$ cat config.mk
export PLATFORM = sky130hd
export DESIGN_NAME = mpb_top
export DESIGN_NICKNAME = d
export VERILOG_FILES = /design/src/hdl/mpb_pkg.sv /design/src/hdl/mpb_top.sv
export SDC_FILE = /design/constraint.sdc
export NUM_CORES = 1
export LEC_CHECK = 0
export BUFFER_PORTS_ARGS = -buffer_cell sky130_fd_sc_hd__buf_4
export CAP_MARGIN = 20
export CORE_AREA = 4 4 212 214
export DETAILED_ROUTE_END_ITERATION = 16
export DIE_AREA = 0 0 216 218
export GPL_TIMING_DRIVEN = 1
export PLACE_DENSITY = 0.66
export SLEW_MARGIN = 20
export SYNTH_ARGS = -nofsm -noshare
export SYNTH_HDL_FRONTEND = slang
export SYNTH_SLANG_ARGS = --single-unit
$ cat constraint.sdc
create_clock -name clk_sys -period 3.68 [get_ports clk_sys]
set_input_delay 0.184 -clock clk_sys [delete_from_list [all_inputs] [get_ports clk_sys]]
set_output_delay 0.184 -clock clk_sys [all_outputs]
set_load 0.005 [all_outputs]
$ cat src/hdl/mpb_pkg.sv
// Operation
// - Run bit starts/idles; period loads on run rise or load-enabled match/underflow.
// - Duty buffers reach active compares on run rise, or with load and run at match/underflow.
// - Compare above reload value keeps generator output permanently high.
// - Compare 0x0000 holds output low; 0xFFFF holds it high.
// - Debug/programming mode tri-states pins, stops and resets the unit; code resets only control, counter, active period/compares and brakes.
// - Debug halt of processor tri-states outputs until processor runs again.
// - Comparator invert turns duty into off time.
// - Period and duty registers are 16-bit, double buffered.
// - Edge mode counts zero to period, restarts; period is value plus one.
// - Output high while counter at or below duty, low above.
// - Period and edge flags set only when their enables are set.
// - Edge mode: new values apply at next period start when load set.
// - Center mode counts up to period then down to zero.
// - Center mode: new values apply at underflow when load set.
// - Center interrupt at underflow when select is 0, at match when 1.
// - Two detectors: pin plus three comparators; pins pass a digital filter.
// - Detector zero fall sets brake flag zero and lock flag until cleared.
// - Braked pins output brake level, inverted when polarity invert set.
// - Lock holds brake while running; clearing releases at next period.
// - Detector one fall sets flag one; level brake forces while low.
// - Detector one release resumes generator output at next period.
// - Brake detection and forcing act only with detector enable bits.
// - Counter clock is unit clock divided by a configurable prescaler.
package mpb_pkg;
	localparam logic [7:0]  ADDR_CTRL   = 8'h00;
	localparam logic [7:0]  ADDR_PERIOD = 8'h04;
	localparam logic [7:0]  ADDR_DUTY0  = 8'h08;
	localparam logic [7:0]  ADDR_DUTY1  = 8'h0C;
	localparam logic [7:0]  ADDR_DUTY2  = 8'h10;
	localparam logic [7:0]  ADDR_STATUS = 8'h14;
	localparam logic [7:0]  ADDR_EDGEIE = 8'h18;
	localparam logic [7:0]  ADDR_BRAKE  = 8'h1C;
	localparam logic [7:0]  ADDR_PRESC  = 8'h20;
	localparam logic [7:0]  ADDR_COUNT  = 8'h24;
	// Control register fields
	localparam int CTL_CENTER   = 0;
	localparam int CTL_PIE      = 4;
	localparam int CTL_LOAD     = 6;
	localparam int CTL_RUN      = 7;
	localparam int CTL_CSEL     = 8;
	localparam int CTL_INV      = 9;
	localparam int CTL_BK0EN    = 10;
	localparam int CTL_BK1EN    = 11;
	localparam int CTL_FILT_LSB = 20;
	localparam int CTL_LVBK     = 27;
	// Status register fields
	localparam int ST_BRAKE_FLAG_ZERO  = 0;
	localparam int ST_BRAKE_FLAG_ONE  = 1;
	localparam int ST_PIF   = 2;
	localparam int ST_EIF   = 4;
	localparam int ST_LOCK  = 8;
	// Brake register fields: level [5:0], polarity invert [13:8]
	localparam int BRK_POL_LSB = 8;
	localparam logic [31:0] CTRL_RST   = 32'h0000_0000;
	localparam logic [15:0] PERIOD_RST = 16'h0000;
	localparam logic [15:0] CMP_ZERO   = 16'h0000;
	localparam logic [15:0] CMP_FULL   = 16'hFFFF;
	localparam logic [1:0]  RESP_OKAY  = 2'b00;
	localparam logic [1:0]  RESP_SLVERR = 2'b10;
	typedef enum logic [1:0] {MPB_RD_IDLE, MPB_RD_VALID} mpb_rd_t;
endpackage

$ cat src/hdl/mpb_top.sv
`timescale 1ns/100ps
`default_nettype none
module mpb_top #(
	parameter int CH  = 3,
	parameter int PSW = 8
) (
	input  wire logic         clk_sys,
	input  wire logic         rst_n,
	input  wire logic [7:0]   s_axi_awaddr,
	input  wire logic         s_axi_awvalid,
	output logic              s_axi_awready,
	input  wire logic [31:0]  s_axi_wdata,
	input  wire logic [3:0]   s_axi_wstrb,
	input  wire logic         s_axi_wvalid,
	output logic              s_axi_wready,
	output logic [1:0]        s_axi_bresp,
	output logic              s_axi_bvalid,
	input  wire logic         s_axi_bready,
	input  wire logic [7:0]   s_axi_araddr,
	input  wire logic         s_axi_arvalid,
	output logic              s_axi_arready,
	output logic [31:0]       s_axi_rdata,
	output logic [1:0]        s_axi_rresp,
	output logic              s_axi_rvalid,
	input  wire logic         s_axi_rready,
	input  wire logic         debug_emulation_mode,
	input  wire logic         cpu_halted,
	input  wire logic         external_brake_pin_zero,
	input  wire logic         external_brake_pin_one,
	input  wire logic [2:0]   comparator_out,
	output logic [2*CH-1:0]   pwm_out,
	output logic [2*CH-1:0]   pwm_oe_n
);
	logic [31:0]     ctrl_r;
	logic [15:0]     period_buf_r, period_act_r;
	logic [15:0]     duty_buf_r [CH];
	logic [15:0]     duty_act_r [CH];
	logic [15:0]     cnt_r;
	logic            down_r, run_d_r;
	logic [PSW-1:0]  presc_r, pdiv_r;
	logic [2*CH-1:0] brk_lvl_r, brk_pol_r;
	logic [CH-1:0]   edge_ie_r, edge_if_r, gen_prev_r;
	logic            brake_flag_zero_r, brake_flag_one_r, lock_r, pif_r, brake0_act_r, brake1_act_r;
	logic [15:0]     filt0_r, filt1_r;
	logic            pin0_r, pin1_r, src0_d_r, src1_d_r;
	logic [CH-1:0]   gen;
	logic            tick, period_end, bnd, reload, off_mode;
	logic            src0, src1, fall0, fall1;
	logic [3:0]      filt_n;
	logic            aw_hold_r, w_hold_r;
	logic [7:0]      awaddr_r;
	logic [31:0]     wdata_r;
	logic [3:0]      wstrb_r;
	mpb_pkg::mpb_rd_t rd_st_r;
	logic            st_clr, pset;
	logic            wr_go;
	logic [31:0]     wmask;
	logic [31:0]     rd_mux;

	assign off_mode = debug_emulation_mode;
	assign tick = ctrl_r[mpb_pkg::CTL_RUN] && (pdiv_r == presc_r);
	always_ff @(posedge clk_sys or negedge rst_n) begin
		if (!rst_n)
			pdiv_r <= '0;
		else if (off_mode || !ctrl_r[mpb_pkg::CTL_RUN] || tick)
			pdiv_r <= '0;
		else
			pdiv_r <= pdiv_r + 1'b1;
	end

	// Boundary events: edge top, center top (match) and center underflow
	assign period_end = tick && (ctrl_r[mpb_pkg::CTL_CENTER] ?
		(down_r && cnt_r <= 16'h0001) : (cnt_r >= period_act_r));
	assign bnd    = tick && (cnt_r >= period_act_r || (down_r && cnt_r <= 16'h0001));
	assign reload = period_end && ctrl_r[mpb_pkg::CTL_LOAD];

	// counter: edge restarts at zero, center bounces
	always_ff @(posedge clk_sys or negedge rst_n) begin
		if (!rst_n) begin
			cnt_r   <= '0;
			down_r  <= 1'b0;
			run_d_r <= 1'b0;
		end else if (off_mode) begin
			cnt_r   <= '0;
			down_r  <= 1'b0;
			run_d_r <= 1'b0;
		end else begin
			run_d_r <= ctrl_r[mpb_pkg::CTL_RUN];
			// run rise starts the count afresh
			if (ctrl_r[mpb_pkg::CTL_RUN] && !run_d_r) begin
				cnt_r  <= '0;
				down_r <= 1'b0;
			end else if (tick) begin
				if (!ctrl_r[mpb_pkg::CTL_CENTER]) begin
					down_r <= 1'b0;
					cnt_r  <= (cnt_r >= period_act_r) ? 16'h0000 : cnt_r + 16'h0001;
				end else if (!down_r) begin
					down_r <= (cnt_r + 16'h0001 >= period_act_r);
					cnt_r  <= (cnt_r >= period_act_r) ? cnt_r - 16'h0001 : cnt_r + 16'h0001;
				end else begin
					down_r <= (cnt_r > 16'h0001);
					cnt_r  <= (cnt_r == 16'h0000) ? 16'h0000 : cnt_r - 16'h0001;
				end
			end
		end
	end

	always_ff @(posedge clk_sys or negedge rst_n) begin
		if (!rst_n) begin
			period_act_r <= mpb_pkg::PERIOD_RST;
			for (int i = 0; i < CH; i++)
				duty_act_r[i] <= mpb_pkg::CMP_ZERO;
		end else if (off_mode) begin
			period_act_r <= mpb_pkg::PERIOD_RST;
			for (int i = 0; i < CH; i++)
				duty_act_r[i] <= mpb_pkg::CMP_ZERO;
		end else if ((ctrl_r[mpb_pkg::CTL_RUN] && !run_d_r) || reload) begin
			period_act_r <= period_buf_r;
			for (int i = 0; i < CH; i++)
				duty_act_r[i] <= duty_buf_r[i];
		end
	end

	always_comb begin
		for (int i = 0; i < CH; i++) begin
			if (duty_act_r[i] == mpb_pkg::CMP_ZERO)
				gen[i] = 1'b0;
			else if (duty_act_r[i] == mpb_pkg::CMP_FULL || duty_act_r[i] > period_act_r)
				gen[i] = 1'b1;
			else
				gen[i] = ctrl_r[mpb_pkg::CTL_RUN] && (cnt_r <= duty_act_r[i]);
			if (ctrl_r[mpb_pkg::CTL_INV])
				gen[i] = !gen[i];
		end
	end

	// filter length from setting, 1..16 samples
	assign filt_n = ctrl_r[mpb_pkg::CTL_FILT_LSB +: 4];
	always_ff @(posedge clk_sys or negedge rst_n) begin
		if (!rst_n) begin
			filt0_r <= 16'hFFFF;
			filt1_r <= 16'hFFFF;
			pin0_r  <= 1'b1;
			pin1_r  <= 1'b1;
		end else begin
			filt0_r <= {filt0_r[14:0], external_brake_pin_zero};
			filt1_r <= {filt1_r[14:0], external_brake_pin_one};
			if (&(filt0_r | ~(16'hFFFF >> (4'hF - filt_n))))
				pin0_r <= 1'b1;
			else if (~|(filt0_r & (16'hFFFF >> (4'hF - filt_n))))
				pin0_r <= 1'b0;
			if (&(filt1_r | ~(16'hFFFF >> (4'hF - filt_n))))
				pin1_r <= 1'b1;
			else if (~|(filt1_r & (16'hFFFF >> (4'hF - filt_n))))
				pin1_r <= 1'b0;
		end
	end

	// sources combine: any low source is a brake (comparators active low)
	assign src0  = pin0_r && (&comparator_out);
	assign src1  = pin1_r && (&comparator_out);
	assign fall0 = ctrl_r[mpb_pkg::CTL_BK0EN] && src0_d_r && !src0;
	assign fall1 = ctrl_r[mpb_pkg::CTL_BK1EN] && src1_d_r && !src1;

	always_ff @(posedge clk_sys or negedge rst_n) begin
		if (!rst_n) begin
			src0_d_r <= 1'b1;
			src1_d_r <= 1'b1;
		end else begin
			src0_d_r <= src0;
			src1_d_r <= src1;
		end
	end

	// brake application, released at period boundary (brake zero only once unlocked) or when its enable is cleared
	always_ff @(posedge clk_sys or negedge rst_n) begin
		if (!rst_n) begin
			brake0_act_r <= 1'b0;
			brake1_act_r <= 1'b0;
		end else if (off_mode) begin
			brake0_act_r <= 1'b0;
			brake1_act_r <= 1'b0;
		end else begin
			if (fall0)
				brake0_act_r <= 1'b1;
			else if (!lock_r && ctrl_r[mpb_pkg::CTL_RUN] && bnd)
				brake0_act_r <= 1'b0;
			else if (!ctrl_r[mpb_pkg::CTL_BK0EN])
				brake0_act_r <= 1'b0;
			if (ctrl_r[mpb_pkg::CTL_BK1EN] && ctrl_r[mpb_pkg::CTL_LVBK] && !src1)
				brake1_act_r <= 1'b1;
			else if (bnd || !ctrl_r[mpb_pkg::CTL_BK1EN] || !ctrl_r[mpb_pkg::CTL_LVBK])
				brake1_act_r <= 1'b0;
		end
	end

	always_ff @(posedge clk_sys or negedge rst_n) begin
		if (!rst_n) begin
			pwm_out  <= '0;
			pwm_oe_n <= '1;
		end else begin
			pwm_oe_n <= (off_mode || cpu_halted) ? '1 : '0;
			for (int i = 0; i < 2*CH; i++) begin
				if (brake0_act_r || brake1_act_r)
					pwm_out[i] <= brk_lvl_r[i] ^ brk_pol_r[i];
				else
					pwm_out[i] <= (i % 2 == 0) ? gen[i/2] ^ brk_pol_r[i] : brk_pol_r[i];
			end
		end
	end

	// AXI write: address and data accepted in either order
	assign s_axi_awready = !aw_hold_r && !s_axi_bvalid;
	assign s_axi_wready  = !w_hold_r && !s_axi_bvalid;
	assign wr_go = aw_hold_r && w_hold_r && !s_axi_bvalid;
	always_comb begin
		for (int b = 0; b < 4; b++)
			wmask[8*b +: 8] = {8{wstrb_r[b]}};
	end
	always_ff @(posedge clk_sys or negedge rst_n) begin
		if (!rst_n) begin
			aw_hold_r    <= 1'b0;
			w_hold_r     <= 1'b0;
			awaddr_r     <= '0;
			wdata_r      <= '0;
			wstrb_r      <= '0;
			s_axi_bvalid <= 1'b0;
			s_axi_bresp  <= mpb_pkg::RESP_OKAY;
		end else begin
			if (s_axi_awvalid && s_axi_awready) begin
				aw_hold_r <= 1'b1;
				awaddr_r  <= s_axi_awaddr;
			end
			if (s_axi_wvalid && s_axi_wready) begin
				w_hold_r <= 1'b1;
				wdata_r  <= s_axi_wdata;
				wstrb_r  <= s_axi_wstrb;
			end
			if (wr_go) begin
				aw_hold_r    <= 1'b0;
				w_hold_r     <= 1'b0;
				s_axi_bvalid <= 1'b1;
				s_axi_bresp  <= (awaddr_r > mpb_pkg::ADDR_PRESC || awaddr_r[1:0] != 2'b00)
					? mpb_pkg::RESP_SLVERR : mpb_pkg::RESP_OKAY;
			end else if (s_axi_bready)
				s_axi_bvalid <= 1'b0;
		end
	end

	// Writable registers; debug mode returns only control to its reset value
	always_ff @(posedge clk_sys or negedge rst_n) begin
		if (!rst_n) begin
			ctrl_r       <= mpb_pkg::CTRL_RST;
			period_buf_r <= mpb_pkg::PERIOD_RST;
			presc_r      <= '0;
			edge_ie_r    <= '0;
			brk_lvl_r    <= '0;
			brk_pol_r    <= '0;
			for (int i = 0; i < CH; i++)
				duty_buf_r[i] <= mpb_pkg::CMP_ZERO;
		end else if (off_mode) begin
			ctrl_r <= mpb_pkg::CTRL_RST;
		end else if (wr_go) begin
			case (awaddr_r)
				mpb_pkg::ADDR_CTRL:   ctrl_r <= (ctrl_r & ~wmask) | (wdata_r & wmask);
				mpb_pkg::ADDR_PERIOD: period_buf_r <= wdata_r[15:0];
				mpb_pkg::ADDR_DUTY0:  duty_buf_r[0] <= wdata_r[15:0];
				mpb_pkg::ADDR_DUTY1:  duty_buf_r[1 % CH] <= wdata_r[15:0];
				mpb_pkg::ADDR_DUTY2:  duty_buf_r[2 % CH] <= wdata_r[15:0];
				mpb_pkg::ADDR_EDGEIE: edge_ie_r <= wdata_r[CH-1:0];
				mpb_pkg::ADDR_BRAKE: begin
					brk_lvl_r <= wdata_r[2*CH-1:0];
					brk_pol_r <= wdata_r[mpb_pkg::BRK_POL_LSB +: 2*CH];
				end
				mpb_pkg::ADDR_PRESC:  presc_r <= wdata_r[PSW-1:0];
				default: ;
			endcase
		end
	end

	// Status clear strobe; the top count is seen while down_r is already set
	assign st_clr = wr_go && awaddr_r == mpb_pkg::ADDR_STATUS;
	// center flag at top match or underflow
	assign pset = ctrl_r[mpb_pkg::CTL_PIE] && tick && (ctrl_r[mpb_pkg::CTL_CENTER] ?
		(ctrl_r[mpb_pkg::CTL_CSEL] ? (cnt_r >= period_act_r) : period_end)
		: period_end);
	// sticky flags; write one clears, set wins
	always_ff @(posedge clk_sys or negedge rst_n) begin
		if (!rst_n) begin
			brake_flag_zero_r     <= 1'b0;
			brake_flag_one_r     <= 1'b0;
			lock_r     <= 1'b0;
			pif_r      <= 1'b0;
			edge_if_r  <= '0;
			gen_prev_r <= '0;
		end else begin
			gen_prev_r <= gen;
			brake_flag_zero_r <= fall0 || (brake_flag_zero_r && !(st_clr && wdata_r[mpb_pkg::ST_BRAKE_FLAG_ZERO]));
			lock_r <= fall0 || (lock_r && !(st_clr && wdata_r[mpb_pkg::ST_LOCK]));
			brake_flag_one_r <= fall1 || (brake_flag_one_r && !(st_clr && wdata_r[mpb_pkg::ST_BRAKE_FLAG_ONE]));
			pif_r  <= pset || (pif_r && !(st_clr && wdata_r[mpb_pkg::ST_PIF]));
			for (int i = 0; i < CH; i++)
				edge_if_r[i] <= (edge_ie_r[i] && gen[i] != gen_prev_r[i]) ||
					(edge_if_r[i] && !(st_clr && wdata_r[mpb_pkg::ST_EIF + i]));
		end
	end

	// Read mux
	always_comb begin
		rd_mux = '0;
		case (s_axi_araddr)
			mpb_pkg::ADDR_CTRL:   rd_mux = ctrl_r;
			mpb_pkg::ADDR_PERIOD: rd_mux[15:0] = period_buf_r;
			mpb_pkg::ADDR_DUTY0:  rd_mux[15:0] = duty_buf_r[0];
			mpb_pkg::ADDR_DUTY1:  rd_mux[15:0] = duty_buf_r[1 % CH];
			mpb_pkg::ADDR_DUTY2:  rd_mux[15:0] = duty_buf_r[2 % CH];
			mpb_pkg::ADDR_STATUS: begin
				rd_mux[mpb_pkg::ST_BRAKE_FLAG_ZERO] = brake_flag_zero_r;
				rd_mux[mpb_pkg::ST_BRAKE_FLAG_ONE] = brake_flag_one_r;
				rd_mux[mpb_pkg::ST_PIF]  = pif_r;
				rd_mux[mpb_pkg::ST_EIF +: CH] = edge_if_r;
				rd_mux[mpb_pkg::ST_LOCK] = lock_r;
			end
			mpb_pkg::ADDR_EDGEIE: rd_mux[CH-1:0] = edge_ie_r;
			mpb_pkg::ADDR_BRAKE: begin
				rd_mux[2*CH-1:0] = brk_lvl_r;
				rd_mux[mpb_pkg::BRK_POL_LSB +: 2*CH] = brk_pol_r;
			end
			mpb_pkg::ADDR_PRESC:  rd_mux[PSW-1:0] = presc_r;
			mpb_pkg::ADDR_COUNT:  rd_mux[15:0] = cnt_r;
			default: rd_mux = '0;
		endcase
	end

	// AXI read: one-cycle answer after address taken
	assign s_axi_arready = (rd_st_r == mpb_pkg::MPB_RD_IDLE);
	always_ff @(posedge clk_sys or negedge rst_n) begin
		if (!rst_n) begin
			rd_st_r      <= mpb_pkg::MPB_RD_IDLE;
			s_axi_rvalid <= 1'b0;
			s_axi_rdata  <= '0;
			s_axi_rresp  <= mpb_pkg::RESP_OKAY;
		end else begin
			case (rd_st_r)
				mpb_pkg::MPB_RD_IDLE: if (s_axi_arvalid) begin
					rd_st_r      <= mpb_pkg::MPB_RD_VALID;
					s_axi_rvalid <= 1'b1;
					s_axi_rdata  <= rd_mux;
					s_axi_rresp  <= (s_axi_araddr > mpb_pkg::ADDR_COUNT ||
						s_axi_araddr[1:0] != 2'b00) ? mpb_pkg::RESP_SLVERR : mpb_pkg::RESP_OKAY;
				end
				mpb_pkg::MPB_RD_VALID: if (s_axi_rready) begin
					rd_st_r      <= mpb_pkg::MPB_RD_IDLE;
					s_axi_rvalid <= 1'b0;
				end
				default: rd_st_r <= mpb_pkg::MPB_RD_IDLE;
			endcase
		end
	end
endmodule // mpb_top
`default_nettype wire

==> results of run 1 <==
[layout make-up]
cell class,count,area [um2]
antenna,1,2.50
clock buffer,61,1160
clock inverter,7,92.6
fill,3727,20200
inverter,89,334
multi-input combinational,1325,9710
sequential,346,8700
tap,585,732
timing repair buffer,232,1940
[final timing paths]
kind                                   end         startpoint
hold reg to reg                filt1_r[15]        filt1_r[14]
hold / removal                    src1_d_r  comparator_out[2]
max in group asynchronous  period_buf_r[2]              rst_n
setup / recovery                  cnt_r[7]    period_act_r[0]
min in group asynchronous  s_axi_rdata[22]              rst_n
setup reg to reg                  cnt_r[7]    period_act_r[0]
[per-layer routing]
metal  wire [um]  vias to the layer above  part of all wire [%]  track usage [%]
li1            -                     7133                     -                -
met1       25400                     7942                    42             34.3
met2       27600                      709                    46             40.6
met3        5140                      129                   8.6             5.35
met4        1780                        0                   3.0             7.72
met5           0                        -                     0                0
[worst max-delay path: stages (launching register included)]
cell       delay [ns]
dfrtp_1          0.47
ha_1             0.34
nand2b_1         0.14
a2111oi_0        0.42
nor3_1           0.16
o41a_1           0.53
o21ai_0          0.61
a21oi_1          0.08
o311a_1          0.31
[flip-flops by register name (all words and copies together) (netlist names), 16 cells and up]
name	cells
duty_act_r	48
duty_buf_r	48
ctrl_r	32
s_axi_rdata	32
wdata_r	32
cnt_r	16
filt0_r	16
filt1_r	16
period_act_r	16
period_buf_r	16
[synth_stat cells, types with 20 or more instances]
library cell	count	area [um2]
mux2i_1	64	641
and3_1	20	125
ha_1	133	1660
nor4_1	22	138
nand3_1	102	510
nand2_1	146	548
nor2_1	66	248
a21oi_1	111	556
nand3b_1	21	158
inv_1	89	334
a22oi_1	37	278
clkbuf_1	70	263
o21ai_0	68	340
a21o_1	25	188
nand4_1	40	250
mux2_2	130	1460
nand2b_1	73	457
dfrtp_1	309	7730
dfstp_2	37	972
nor3_1	29	145
xnor2_1	23	201
[power groups by stage]
stage          Combinational, mW  Sequential (mW)  Clock, mW
2_1_floorplan               1.42             4.63          0
3_3_place_gp                2.04             4.98          0
3_5_place_dp                2.11             5.01          0
4_1_cts                     2.16             4.94       3.94
5_1_grt                     2.36             5.02       4.11
6_report                    2.19             4.97       3.88
[kinds of logic after synthesis]
group | share of synthesized area, %
AOI/OAI and AO/OA | 13.0
xor gates and xnor gates | 1.73
adders and majority gates | 8.72
buffers and inverters | 4.37
DFF | 45.4
muxes | 11.0
other | 0.0195
and+or+nand+nor | 15.8
[repair_timing]
action / 4_1_cts / 5_1_grt
setup endpoints to repair: 0 / 0
hold endpoints to repair: 119 / 0
hold buffers: 53 / 0
==> impl_results.md, run 1 <==
* Placer Congestion at 0.949
* Row count at 76
* Post-place instance area at ~21000 um2
* Fin cells at between 2000 and 3000
* Global-route wire length before repair at approximately 94 mm
* Status: completed
* Number of global-route vias before repair at 16061
* Port Buffers at 116
* PwrDens at ~500 nW/um2
* Fmax at roughly 0.31 GHz
* Total clock buffers created by CTS at 38
* Worst-path fanout max at 9
* Ports at 119
* Final Skew at 0.0212 ns
* Hold Vio Cnt, Final at 0
* Die width at 216 um
* Clock Tree Buf Depth at 3
* Post-Place Cells at roughly 2500
* CP Launch Type: register
* Combinational cell fraction of total power at 19.9%
* Layout cells sized above 1 at 20.6%
* Seq/Total Area, Yosys at 45.4%
* GRT Total Usage at between 20% and 30%
* Slew Limit Headroom at ~24%
* GRT overflow at 0
* Core ar. at between 40000 and 50000 um2
* Starting density of the core at 44.8%
* Die Y-Extent at approximately 220 um
* Post-CTS setup buffers at 0
* Power share of the clock group at a little over a third
* Final Max Slew Viols at 0
* Flop pwr share at around 45%
* Setup TNS at 0 ns
* Internal at about 7.6 mW
* Flops & latches, synth at 346
* Detailed placement HPWL at 43.5 mm
* Crit path time final at roughly 3.2 ns
* Setup ws final at between 0.5 and 0.6 ns
* Leakage Power at between 10 and 15 nW
* Final core occ at roughly 53%
* RSZ-0062 raised after global routing: false
* Root Buffer: clkbuf_16
* Vias at 15913
* Reg2reg path depth at 8
* DRT iter0 DRCs at between 1000 and 1500
* Async set-reset flop share out of synthesis at 100%
* Final instance area at between 20000 and 25000 um2
* Most common cell after layout, fill and taps aside: dfrtp_1
* Hold Slack at about 0.013 ns
* Final #Nets at approximately 2200
* Total Die Area at about 47000 um2
* Critical Path AT at 3.62 ns
* Crit share post-route at around 86%
* Number of enable flip-flop cells after synthesis at 0
* Peak supply drop at approximately 0.47 mV
* Synth Flop Type: dfrtp_1
* Largest net degree at the start of global routing at around 100
* Worst Tran Pin Value at approximately 1.1 ns
* Remaining DRCs at 0
* Critical path class: reg2reg
* Max Cap Violations at 0
* CTS tree: done
* CTS Sinks at approximately 350
* Clock slew at reported path FFs at approximately 0.06 ns
* # setup viols final at 0
* Setup crit end kind: register
* Hold Path Cell Cnt at 2
* DP Worst Slack at 0.512 ns
* Final ANT Viol Nets at 0
* Cts repair resizes at 0
* YS warnings at 0
* Power, Total at approximately 11 mW
* Worst-case register-to-register setup slack at between 0.5 and 0.6 ns
* Mapped cell area at roughly 19000 um2
* Area Growth Syn to Fin at 18.2%
* Netlist cell types at between 70 and 80
* Drt wl/cell at roughly 23 um
* Required @ worst endpoint at about 4.1 ns
* Commonest non-fill, non-tap cells in the layout: dfrtp_1, buf_4, nand2_1, ha_1, mux2_2
* Final wirelength at about 60 mm
* Syn Area/Cell at 10.4 um2
* Drt pass-1 iters at 8
* Clk Latency, worst-skew pair at roughly 0.56 ns
* Worst Hold Class: in2reg
* Antenna violations before repair at 1
* Switching Fraction at between 30% and 40%
* Via density at around 6
* CTS H-Tree Depth at 2
* Sw Pwr at about 3.5 mW
* Mapped Cells at between 1500 and 2000
No activity file was read; power rests on OpenSTA's default activity.
==> inputs of run 2 (changes only) <==
- REMOVE_ABC_BUFFERS: default -> 1
==> run 2 against run 1 <==
Sequential cell count did not move. Hold slack better by 0.020 ns. Count of clock-buffer cells in the layout is 2 lower. Combinational power about the same. Cell area rose by 0.42%. Routed wire length is 0.93% lower. Via count is 1.5% lower. Non-clock buffer count grew 12. Die area is the same.
==> impl_results.md, run 2 (synthesis results as in run 1) <==
* Worst path max stage delay at 0.57 ns (-0.04 ns)
* Worst-case register-to-register setup slack at 0.34 ns (-0.17 ns)
* Worst Tran Pin Value at 1.17 ns (+0.0361 ns)
* Combinational cell fraction of total power at 19.7% (-0.2 points)
* PwrDens at 488 nW/um2 (+0.18%)
* Ports at 119 (unchanged)
* Crit path top cell by count: or4_4
* R2r startpoint: cnt_r[10]
* Detailed placement HPWL at 42.9 mm (-1.4%)
* Commonest non-fill, non-tap cells in the layout: dfrtp_1, buf_4, nand2_1, ha_1, mux2_2
* Final Skew at 0.0246 ns (+0.00338 ns)
* Final #Nets at 2244 (+0.58%)
* Fin cells at 2660 (+0.53%)
* Hold path start: s_axi_araddr[2]
* Status: completed
* Row count at 76 (unchanged)
* Internal at 7.66 mW (+0.90%)
* Starting density of the core at 44.8% (unchanged)
* CP Launch Type: register
* Crit-path slowest cell: or4_4
* Setup TNS at 0 ns (unchanged)
* Post-Place Cells at 2535 (+0.44%)
* Setup ws final at 0.338 ns (-0.166 ns)
* Total clock buffers created by CTS at 39 (+2.6%)
* Min-Delay Endpoint: s_axi_rdata[4]
* Max Cap Violations at 0 (unchanged)
* Final wirelength at 59.4 mm (-0.93%)
* Most common cell after layout, fill and taps aside: dfrtp_1
* Placer Congestion at 0.959 (+1.1%)
* Total Die Area at 47100 um2 (unchanged)
* Area Growth Syn to Fin at 18.7%
* N_diodes at 0 (-1)
* Reg2reg path depth at 7 (-1)
* Critical path class: reg2reg
* Root Buffer: clkbuf_16
* DRT iter0 DRCs at 1286 (-2.4%)
* Power share of the clock group at 35.8% (+0.6 points)
* RSZ-0062 raised after global routing: false
* Port Buffers at 116 (unchanged)
* Critical Path AT at 3.82 ns (+0.20 ns)
* Remaining DRCs at 0 (unchanged)
* Peak supply drop at 0.442 mV (-6.4%)
* Worst Hold Class: in2reg
* Antenna violations before repair at 1 (unchanged)
* CTS H-Tree Depth at 2 (unchanged)
* Drt wl/cell at 22.3 um (-1.5%)
* Number of global-route vias before repair at 15820 (-1.5%)
* Required @ worst endpoint at 4.15 ns (+0.02 ns)
* Via density at 5.89 (-2.0%)
* Die width at 216 um (unchanged)
* Clock slew at reported path FFs at 0.07 ns (about the same)
* Cts repair resizes at 0 (unchanged)
* Global-route wire length before repair at 92.8 mm (-0.88%)
* DP Worst Slack at 0.424 ns (-0.0878 ns)
* Crit share post-route at 90.8% (+4.5 points)
* GRT Total Usage at 25.0% (-0.17 points)
* Slew Limit Headroom at 20.9% (-3.3 points)
* Switching Fraction at 31.1% (-0.20 points)
* Hold Path Cell Cnt at 3 (+1)
* Final ANT Viol Nets at 0 (unchanged)
* Layout cells sized above 1 at 21.1% (+0.48 points)
* Die Y-Extent at 218 um (unchanged)
* Largest net degree at the start of global routing at 105 (+4.0%)
* Worst-path fanout max at 23 (+14)
* Crit path cell chain: or4_4, or3_4, or4_4, nand2_2, a41o_4, buf_4, mux2i_1
* Sw Pwr at 3.45 mW (about the same)
* Vias at 15670 (-1.5%)
* Clock Tree Buf Depth at 3 (unchanged)
* Clk Latency, worst-skew pair at 0.57 ns (about the same)
* GRT overflow at 0 (unchanged)
* CTS tree: done
* Leakage Power at 10.4 nW (+0.60%)
* Hold Vio Cnt, Final at 0 (unchanged)
* Fmax at 0.299 GHz (-5.0%)
* Core ar. at 42900 um2 (unchanged)
* Flop pwr share at 44.5% (-0.5 points)
* CTS Sinks at 346 (unchanged)
* Final Max Slew Viols at 0 (unchanged)
* R2R Path End: duty_act_r[9]
* # setup viols final at 0 (unchanged)
* Post-CTS setup buffers at 0 (unchanged)
* Biggest registers after layout: duty_act_r: 48 flops, duty_buf_r: 48 flops
* Setup crit end kind: register
* Drt pass-1 iters at 8 (unchanged)
* Crit path time final at 3.34 ns (+0.166 ns)
==> run 2: cell count changes in the layout (fill, tap and decap cells not counted), moves of 2 or more <==
cell      change
clkbuf_8      -2
buf_12        -2
buf_4        +13
clkinv_2      +2
==> run 2: layout make-up <==
| cell class | instances | area, um2 |
|---|---|---|
| Clock buffer | 59 | 1130 |
| Tap cell | 585 | 732 |
| Fill cell | 3778 | 20100 |
| Multi-Input combinational cell | 1325 | 9710 |
| Inverter | 89 | 334 |
| Clock inverter | 12 | 160 |
| Sequential cell | 346 | 8700 |
| Timing Repair Buffer | 244 | 2010 |
==> run 2: worst max path at each step <==
stage / startpoint / to / slack, ns / cells past startpoint
5_1_grt: cnt_r[0] / down_r / 0.20 / 14
3_5_place_dp: cnt_r[10] / duty_act_r[40] / 0.42 / 7
6_report: cnt_r[10] / duty_act_r[9] / 0.34 / 7
3_3_place_gp: cnt_r[10] / period_act_r[13] / 0.52 / 7
2_1_floorplan: cnt_r[11] / period_act_r[0] / -0.98 / 6
4_1_cts: cnt_r[10] / period_act_r[13] / 0.40 / 7
==> run 2: per-layer routing <==
layer / vias up / GRT usage [%] / part of all wire, %
li1: 7166 / - / -
met5: - / 0 / 0
met2: 536 / 42.7 / 49
met4: 0 / 7.72 / 2.9
met1: 7857 / 33.0 / 42
met3: 111 / 3.85 / 5.9
==> run 2: what timing repair did <==
action                                 4_1_cts  5_1_grt
endpoints found under the hold margin      131        0
hold buffers                                54        0
setup endpoints to repair                    0        0
==> run 2: power by group through the flow <==
stage	clock [mW]	sequential [mW]	combinational, mW
final	3.97	4.94	2.19
after global routing	4.21	5.00	2.38
after CTS	4.05	4.92	2.20
after detailed placement	0	4.98	2.14
after global placement	0	4.95	2.08
after floorplan	0	4.70	1.29
==> run 2: through the flow <==
stage	utilization, %	total power, mW	hold slack [ns]	instance area (um2)
3_5_place_dp	48.8	7.12	0.294	20900
6_report	53.1	11.1	0.0338	22800
4_1_cts	53.1	11.2	0.000686	22800
2_1_floorplan	-	5.99	-0.112	18700
5_1_grt	53.1	11.6	0.0754	22800
3_3_place_gp	48.8	7.03	0.281	20900
==> run 2: critical path, delay by kind of cell (launching register included) <==
kind | cells | cell delay, ns
buffers and inverters | 1 | 0.29
flip-flops | 1 | 0.55
multiplexers | 1 | 0.24
AO/OA/AOI/OAI | 1 | 0.52
AND/OR/NAND/NOR | 4 | 1.62
